<file path="src/include/cecc_defs.svh">
`ifndef CECC_DEFS_SVH
`define CECC_DEFS_SVH

// ==========================================================
// Register indices; byte address is four times the index
`define CECC_ENABLE_IDX 8'hb0
`define CECC_OPTIONS_IDX 8'hb1

// ==========================================================
// Field positions
`define CECC_CONV1_BIT 0
`define CECC_CONV3_BIT 2
`define CECC_CLKSTOP_BIT 15
`define CECC_TOSEL_LSB 12
`define CECC_TOSEL_MSB 13

// ==========================================================
// Reset values
`define CECC_ON_REQ_RST 3'h0
`define CECC_CLKSTOP_RST 1'h0
`define CECC_TOSEL_RST 2'h0

// ==========================================================
// Timing
`define CECC_CLK_KHZ 10000.0
`define CECC_TO_CODE0_MS 0.5
`define CECC_TO_CODE1_MS 2.0
`define CECC_TO_CODE2_MS 32.0
`define CECC_TO_CODE3_MS 256.0
`define CECC_AHB_WORD 3'h2

`endif

</file>
<file path="src/include/cecc_pkg.sv">
`default_nettype none

package cecc_pkg;

    typedef enum logic [1:0]
    {
        CECC_SEL_NONE,
        CECC_SEL_ENABLE,
        CECC_SEL_OPTIONS
    } cecc_sel_t;

    typedef struct packed
    {
        logic [2:0] on_req;
        logic clk_stop;
        logic [1:0] to_sel;
        logic [21:0] to_cycles;
        logic [31:0] rdata;
    } cecc_regs_t;

    typedef struct packed
    {
        logic wr_pend;
        cecc_sel_t wr_sel;
    } cecc_bus_t;

endpackage : cecc_pkg

`default_nettype wire

</file>
<file path="src/rtl/cecc_ahb_slave.sv">
`include "cecc_defs.svh"
`default_nettype none

module cecc_ahb_slave
    import cecc_pkg::*;
(
    input wire logic clk, // 10 MHz clock
    input wire logic reset_n, // Async reset
    input wire logic ce, // Clock enable
    input wire logic hsel, // Slave select
    input wire logic [31:0] haddr, // Address
    input wire logic [1:0] htrans, // Transfer type
    input wire logic hwrite, // Write flag
    input wire logic [2:0] hsize, // Transfer size
    input wire logic hready, // Bus ready
    output logic hreadyout, // Slave ready
    output logic hresp, // Always OKAY
    output logic wr_en, // Data phase write
    output cecc_sel_t wr_sel, // Write target
    output logic rd_en, // Read address phase
    output cecc_sel_t rd_sel // Read target
);

    // ==========================================================
    // Address decode
    function automatic cecc_sel_t cecc_decode(input logic [31:0] a);
        if (a == {22'h0, `CECC_ENABLE_IDX, 2'b00})
            return CECC_SEL_ENABLE;
        else if (a == {22'h0, `CECC_OPTIONS_IDX, 2'b00})
            return CECC_SEL_OPTIONS;
        else
            return CECC_SEL_NONE;
    endfunction : cecc_decode

    cecc_bus_t st;
    cecc_bus_t next_st;
    logic take;

    // Stalling on ce keeps the bus in step with the frozen state
    assign hreadyout = ce;
    assign hresp = 1'b0;
    assign take = hsel && htrans[1] && hready;
    assign wr_en = st.wr_pend && ce;
    assign wr_sel = st.wr_sel;
    assign rd_en = take && !hwrite;
    assign rd_sel = cecc_decode(haddr);

    always_comb
    begin
        next_st = st;
        if (ce && hready)
        begin
            // Only whole-word writes land; others are ignored
            next_st.wr_pend = take && hwrite && hsize == `CECC_AHB_WORD;
            next_st.wr_sel = cecc_decode(haddr);
        end
    end

    always_ff @(posedge clk or negedge reset_n)
    begin
        if (!reset_n)
            st <= '{wr_pend: 1'b0, wr_sel: CECC_SEL_NONE};
        else
            st <= next_st;
    end

endmodule : cecc_ahb_slave

`default_nettype wire

</file>
<file path="src/rtl/cecc_top.sv">
// Notes on behaviour
// - Enable bits 0..2 request converters 1..3 on when set, off when clear.
// - Enable request bits default to zero; power state machine restores that.
// - Options bit 15 set stops switching clocks of converters 1, 3, 4, 6.
// - Clock-stop bit returns to zero on power state machine reset.
// - Bits 13:12 pick shared power-up timeout; 00 is 0.5ms, 01 is 2ms.
//
// The implementer's own choice: the AHB-Lite register port.
`include "cecc_defs.svh"
`default_nettype none

module cecc_top
    import cecc_pkg::*;
#(
    parameter int unsigned TO0_CYCLES =
        int'(`CECC_TO_CODE0_MS * `CECC_CLK_KHZ),
    parameter int unsigned TO1_CYCLES =
        int'(`CECC_TO_CODE1_MS * `CECC_CLK_KHZ),
    parameter int unsigned TO2_CYCLES =
        int'(`CECC_TO_CODE2_MS * `CECC_CLK_KHZ),
    parameter int unsigned TO3_CYCLES =
        int'(`CECC_TO_CODE3_MS * `CECC_CLK_KHZ)
)
(
    input wire logic clk, // 10 MHz clock
    input wire logic reset_n, // Async reset
    input wire logic ce, // Clock enable
    input wire logic psm_reset, // State machine reset
    input wire logic hsel, // Slave select
    input wire logic [31:0] haddr, // Address
    input wire logic [1:0] htrans, // Transfer type
    input wire logic hwrite, // Write flag
    input wire logic [2:0] hsize, // Transfer size
    input wire logic [31:0] hwdata, // Write data
    input wire logic hready, // Bus ready
    output logic hreadyout, // Slave ready
    output logic hresp, // Response
    output logic [31:0] hrdata, // Read data
    output logic [2:0] conv_on_request, // Converters 1..3
    output logic switcher_clock_stop, // Stop clocks 1,3,4,6
    output logic [1:0] powerup_timeout_select, // Timeout code
    output logic [21:0] powerup_timeout_cycles // Timeout length
);

    // ==========================================================
    // Timeout decode
    function automatic logic [21:0] cecc_timeout(input logic [1:0] code);
        case (code)
            2'h0: return TO0_CYCLES[21:0];
            2'h1: return TO1_CYCLES[21:0];
            2'h2: return TO2_CYCLES[21:0];
            default: return TO3_CYCLES[21:0];
        endcase
    endfunction : cecc_timeout

    function automatic logic [31:0] cecc_read(input cecc_sel_t sel,
                                              input cecc_regs_t r);
        logic [31:0] v;
        v = 32'h0;
        case (sel)
            CECC_SEL_ENABLE:
                v[`CECC_CONV3_BIT:`CECC_CONV1_BIT] = r.on_req;
            CECC_SEL_OPTIONS:
            begin
                v[`CECC_CLKSTOP_BIT] = r.clk_stop;
                v[`CECC_TOSEL_MSB:`CECC_TOSEL_LSB] = r.to_sel;
            end
            default: v = 32'h0;
        endcase
        return v;
    endfunction : cecc_read

    // ==========================================================
    // Bus slave
    logic wr_en;
    logic rd_en;
    cecc_sel_t wr_sel;
    cecc_sel_t rd_sel;

    cecc_ahb_slave u_bus
    (
        .clk(clk),
        .reset_n(reset_n),
        .ce(ce),
        .hsel(hsel),
        .haddr(haddr),
        .htrans(htrans),
        .hwrite(hwrite),
        .hsize(hsize),
        .hready(hready),
        .hreadyout(hreadyout),
        .hresp(hresp),
        .wr_en(wr_en),
        .wr_sel(wr_sel),
        .rd_en(rd_en),
        .rd_sel(rd_sel)
    );

    // ==========================================================
    // Register state
    cecc_regs_t st;
    cecc_regs_t next_st;

    always_comb
    begin
        next_st = st;
        if (ce)
        begin
            if (psm_reset)
            begin
                // Hardwired defaults; state machine reset beats a write
                next_st.on_req = `CECC_ON_REQ_RST;
                next_st.clk_stop = `CECC_CLKSTOP_RST;
                next_st.to_sel = `CECC_TOSEL_RST;
            end
            else if (wr_en)
            begin
                case (wr_sel)
                    CECC_SEL_ENABLE:
                        next_st.on_req =
                            hwdata[`CECC_CONV3_BIT:`CECC_CONV1_BIT];
                    CECC_SEL_OPTIONS:
                    begin
                        next_st.clk_stop = hwdata[`CECC_CLKSTOP_BIT];
                        next_st.to_sel =
                            hwdata[`CECC_TOSEL_MSB:`CECC_TOSEL_LSB];
                    end
                    default: next_st = st;
                endcase
            end
            next_st.to_cycles = cecc_timeout(next_st.to_sel);
            // Read from the post-write view so back-to-back access is exact
            if (rd_en)
                next_st.rdata = cecc_read(rd_sel, next_st);
        end
    end

    always_ff @(posedge clk or negedge reset_n)
    begin
        if (!reset_n)
        begin
            st.on_req <= `CECC_ON_REQ_RST;
            st.clk_stop <= `CECC_CLKSTOP_RST;
            st.to_sel <= `CECC_TOSEL_RST;
            st.to_cycles <= TO0_CYCLES[21:0];
            st.rdata <= 32'h0;
        end
        else
            st <= next_st;
    end

    // Requests only; the converter may still refuse to start
    assign conv_on_request = st.on_req;
    assign switcher_clock_stop = st.clk_stop;
    assign powerup_timeout_select = st.to_sel;
    assign powerup_timeout_cycles = st.to_cycles;
    assign hrdata = st.rdata;
endmodule : cecc_top

`default_nettype wire

</file>
<file path="config.mk">
export PLATFORM = sky130hd
export DESIGN_NAME = cecc_top
export DESIGN_NICKNAME = d
export VERILOG_FILES = /design/src/include/cecc_pkg.sv /design/src/rtl/cecc_ahb_slave.sv /design/src/rtl/cecc_top.sv
export VERILOG_INCLUDE_DIRS = /design/src /design/src/include
export SDC_FILE = /design/constraint.sdc
export NUM_CORES = 1
export LEC_CHECK = 0
export BUFFER_PORTS_ARGS = -buffer_cell sky130_fd_sc_hd__buf_2
export CAP_MARGIN = 20
export CELL_PAD_IN_SITES_DETAIL_PLACEMENT = 1
export CELL_PAD_IN_SITES_GLOBAL_PLACEMENT = 1
export CORE_MARGIN = 2
export CORE_UTILIZATION = 28
export CTS_BUF_LIST = sky130_fd_sc_hd__clkbuf_4 sky130_fd_sc_hd__clkbuf_8
export DETAILED_ROUTE_END_ITERATION = 7
export GPL_TIMING_DRIVEN = 0
export PLACE_DENSITY_LB_ADDON = 0.1
export SYNTH_ARGS = -nofsm -noshare
export SYNTH_HDL_FRONTEND = slang
export SYNTH_SLANG_ARGS = --single-unit
</file>
<file path="constraint.sdc">
create_clock -name clk -period 4.6 [get_ports clk]
set_input_delay 0.92 -clock clk [delete_from_list [all_inputs] [get_ports clk]]
set_output_delay 0.92 -clock clk [all_outputs]
set_load 0.05 [all_outputs]
</file>
==> results.sh <==
export IMPL_yosys_area_share_xor_xnor_pct=0
export IMPL_critPathBufInv=2
export IMPL_postPlaceCellArea_sq_um=2092
export IMPL_numClockSinks=22
export IMPL_fp_dieW_microns=77.32
export IMPL_area_growth_syn_to_layout_pct=43.72
export IMPL_grt_start_max_net_pins=23
export IMPL_total_standard_cell_area_after_synthesis_sq_um=1505
export IMPL_worst_setup_path_type="in2reg"
export IMPL_power_static_leakage_nw=1.235
export IMPL_slew_limit_headroom_pct=57.65
export IMPL_initial_utilization_pct=29.28
export IMPL_final_layout_size_suffix_gt1_share_pct=53.82
export IMPL_num_io_pins=138
export IMPL_die_area_sq_um=5978
export IMPL_commonest_non_fill_non_tap_cell_in_the_layout="sky130_fd_sc_hd__buf_2"
export IMPL_synth_top_family_by_area="buffers and inverters"
export IMPL_cts_hold_buffers_added=0
export IMPL_clock_latency_late_sink_ns=0.26
export IMPL_final_sum_of_negative_setup_slack_ns=0
export IMPL_gp_congestion=0.7212
export IMPL_antenna_cells_inserted=0
export IMPL_layout_nets=343
export IMPL_cts_root_buffer="sky130_fd_sc_hd__clkbuf_8"
export IMPL_drt_wl_total_mm=3.722
export IMPL_syn_instance_count=150
export IMPL_final_max_slew_violation_count=0
export IMPL_antenna_found_initial=0
export IMPL_postRouteAntennaNets=0
export IMPL_synth_simple_gate_area_share_pct=18.62
export IMPL_fin_area_sq_um=2163
export IMPL_finClkSkew_ns=0.004605
export IMPL_htreeDepth=1
export IMPL_synth_cell_type_count=32
export IMPL_measured_slew_at_the_worst_slew_check_pin_ns=0.6295
export IMPL_grtUsageTotal_pct=12.56
export IMPL_worst_path_dominant_cell_family="simple AND/OR/NAND/NOR gates"
export IMPL_detail_route_vias_per_cell=4.057
export IMPL_stdcell_count=332
export IMPL_power_w=0.0004987
export IMPL_route_vias_total=1347
export IMPL_syn_avg_cell_area_sq_um=10.03
export IMPL_maxCapViolCount=0
export IMPL_number_of_cells_after_detailed_placement=328
export IMPL_min_delay_path_class="reg2reg"
export IMPL_pwr_density_cell_nw_per_um2=230.5
export IMPL_cpMaxStageDelayCell="sky130_fd_sc_hd__ha_1"
export IMPL_synth_mux_area_share_pct=10.56
export IMPL_most_frequent_cells_in_the_layout="sky130_fd_sc_hd__buf_2, sky130_fd_sc_hd__buf_4, sky130_fd_sc_hd__conb_1"
export IMPL_required_ns=4.75
export IMPL_cts_inserted_buffers=3
export IMPL_fillCellCount=628
export IMPL_cp_slowest_stage_delay_ns=0.32
export IMPL_post_route_util_pct=42.09
export IMPL_yosys_warnings=0
export IMPL_detailedRoute_firstIterationViolations=20
export IMPL_cp_arrival_ns=2.50
export IMPL_die_height_microns=77.32
export IMPL_start_kind="primary input"
export IMPL_synth_sequential_area_ratio_pct=36.82
export IMPL_cells_resized_by_post_cts_repair=0
export IMPL_final_min_clock_period_ns=2.353
export IMPL_yosys_reg_bits=22
export IMPL_run_status="finished clean"
export IMPL_cts_tree="yes"
export IMPL_globalRoute_totalOverflow=0
export IMPL_ir_drop_mv=0.08736
export IMPL_place_port_buffers=75
export IMPL_setup_fix_buffers_added_after_clock_tree_synthesis=0
export IMPL_detailed_place_hpwl_mm=3.198
export IMPL_final_min_period_over_clock_period_pct=51.16
export IMPL_worst_path_max_fanout=9
export IMPL_hold_viol_final=0
export IMPL_drc_violations_left=0
export IMPL_timing_critical_path_cells="buf_2 -> nand4b_1 -> mux2i_1 -> nor2_1 -> inv_1 -> ha_1 -> mux2_2"
export IMPL_timing_critical_path_to_type="register"
export IMPL_area_fraction_in_compound_gates_after_synthesis_pct=6.151
export IMPL_grt_pass1_vias=1321
export IMPL_rsz0062_at_grt="false"
export IMPL_fmaxAchievable_mhz=424.9
export IMPL_drt_pre_antenna_iters=4
export IMPL_setup_viol_count_final=0
export IMPL_cts_clk_slew_worst_paths_ns=0.08
export IMPL_avgRoutedWirePerCell_microns=11.21
export IMPL_core_area_sq_um=5140
export IMPL_row_count=26
export IMPL_ctsLongestPathBuffers=2
export IMPL_synthAdderAreaFrac_pct=3.325
export IMPL_wire_length_of_the_first_global_routing_pass_mm=6.078
==> kinds of logic after synthesis <==
family	after synthesis
AND/OR/NAND/NOR	41
other	1
multiplexers	15
buffers and inverters	54
adder cells (fa/ha/maj)	4
AO/OA/AOI/OAI	13
flip-flops	22
==> layer usage <==
layer  track usage, %  vias up  share of wire, %
met5                0        -                 0
met4            2.143        0              0.27
met3            3.647        2               8.9
met2            22.87       60                49
met1            14.70      622                42
li1                 -      663                 -
==> power breakdown <==
part | switching (W) | internal [W]
Combinational | 0.0000853 | 0.0000399
Sequential | 0.000000117 | 0.000193
Clock | 0.0000638 | 0.000116
Total | 0.000149 | 0.000350
==> cell type report <==
cell class / instances / area, sq um / share of cell area, %
flip-flops and latches: 22 / 554.3 / 25.62
plain buffers: 46 / 335.3 / 15.50
clock inverters: 1 / 30.03 / 1.388
well taps: 70 / 87.58 / 4.049
repair buffers: 75 / 375.4 / 17.35
inverters: 8 / 30.03 / 1.388
clock buffers: 3 / 41.29 / 1.909
multi-input cells: 107 / 709.4 / 32.79
==> worst paths after layout <==
path                                                        start                                endpoint  slack [ns]  cells after the start
max                                                            ce  powerup_timeout_cycles[14]$_DFFE_PN0P_        2.25                      7
min                        powerup_timeout_cycles[12]$_DFFE_PN1P_  powerup_timeout_cycles[12]$_DFFE_PN1P_        0.47                      2
max reg2reg                           u_bus.wr_sel[0]$_DFFE_PN0P_  powerup_timeout_cycles[14]$_DFFE_PN0P_        2.64                      6
min reg2reg                powerup_timeout_cycles[12]$_DFFE_PN1P_  powerup_timeout_cycles[12]$_DFFE_PN1P_        0.47                      2
max in group asynchronous                                 reset_n   powerup_timeout_cycles[8]$_DFFE_PN1P_        3.62                      1
min in group asynchronous                                 reset_n  powerup_timeout_cycles[18]$_DFFE_PN0P_        0.62                      1
==> synthesized netlist by cell type (all sizes together) <==
cell | n | area (sq um)
nor2b | 1 | 6.260
nand4b | 3 | 26.28
clkbuf | 1 | 3.750
o31ai | 9 | 67.56
conb | 1 | 3.750
ha | 4 | 50.05
nand3 | 4 | 25.02
buf | 45 | 331.6
nand4bb | 1 | 11.26
nor3b | 1 | 7.510
and3b | 1 | 8.760
or3 | 2 | 12.51
nand2b | 1 | 6.260
nor3 | 1 | 5.000
dfstp | 3 | 78.83
mux2i | 8 | 80.08
nor4 | 5 | 58.80
nand2 | 13 | 48.80
inv | 8 | 30.03
mux2 | 7 | 78.83
or4 | 2 | 22.52
nor2 | 4 | 22.52
o22ai | 4 | 25.02
dfrtp | 19 | 475.5
nand4 | 2 | 18.77
==> tightest hold or removal path: stages, from the launching register on <==
cell and delay (ns):
sky130_fd_sc_hd__dfstp_2 0.38, sky130_fd_sc_hd__inv_1 0.04, sky130_fd_sc_hd__mux2i_1 0.05
==> flip-flops by register name, summed over array words and instances, names as in the netlist <==
signal and flops:
powerup_timeout_cycles 8, conv_on_request 3, hrdata 6, u_bus.st 1, powerup_timeout_select 1, u_bus.wr_sel 2, switcher_clock_stop 1
==> stage by stage <==
step	hold slack, ns	setup slack (ns)
final	0.4708	2.247
after detailed placement	0.4582	1.974
after CTS	0.4737	2.229
after global placement	0.4552	1.950
after floorplan	0.4616	2.179
after global routing	0.4914	2.043
No activity file was read; power rests on OpenSTA's default activity.
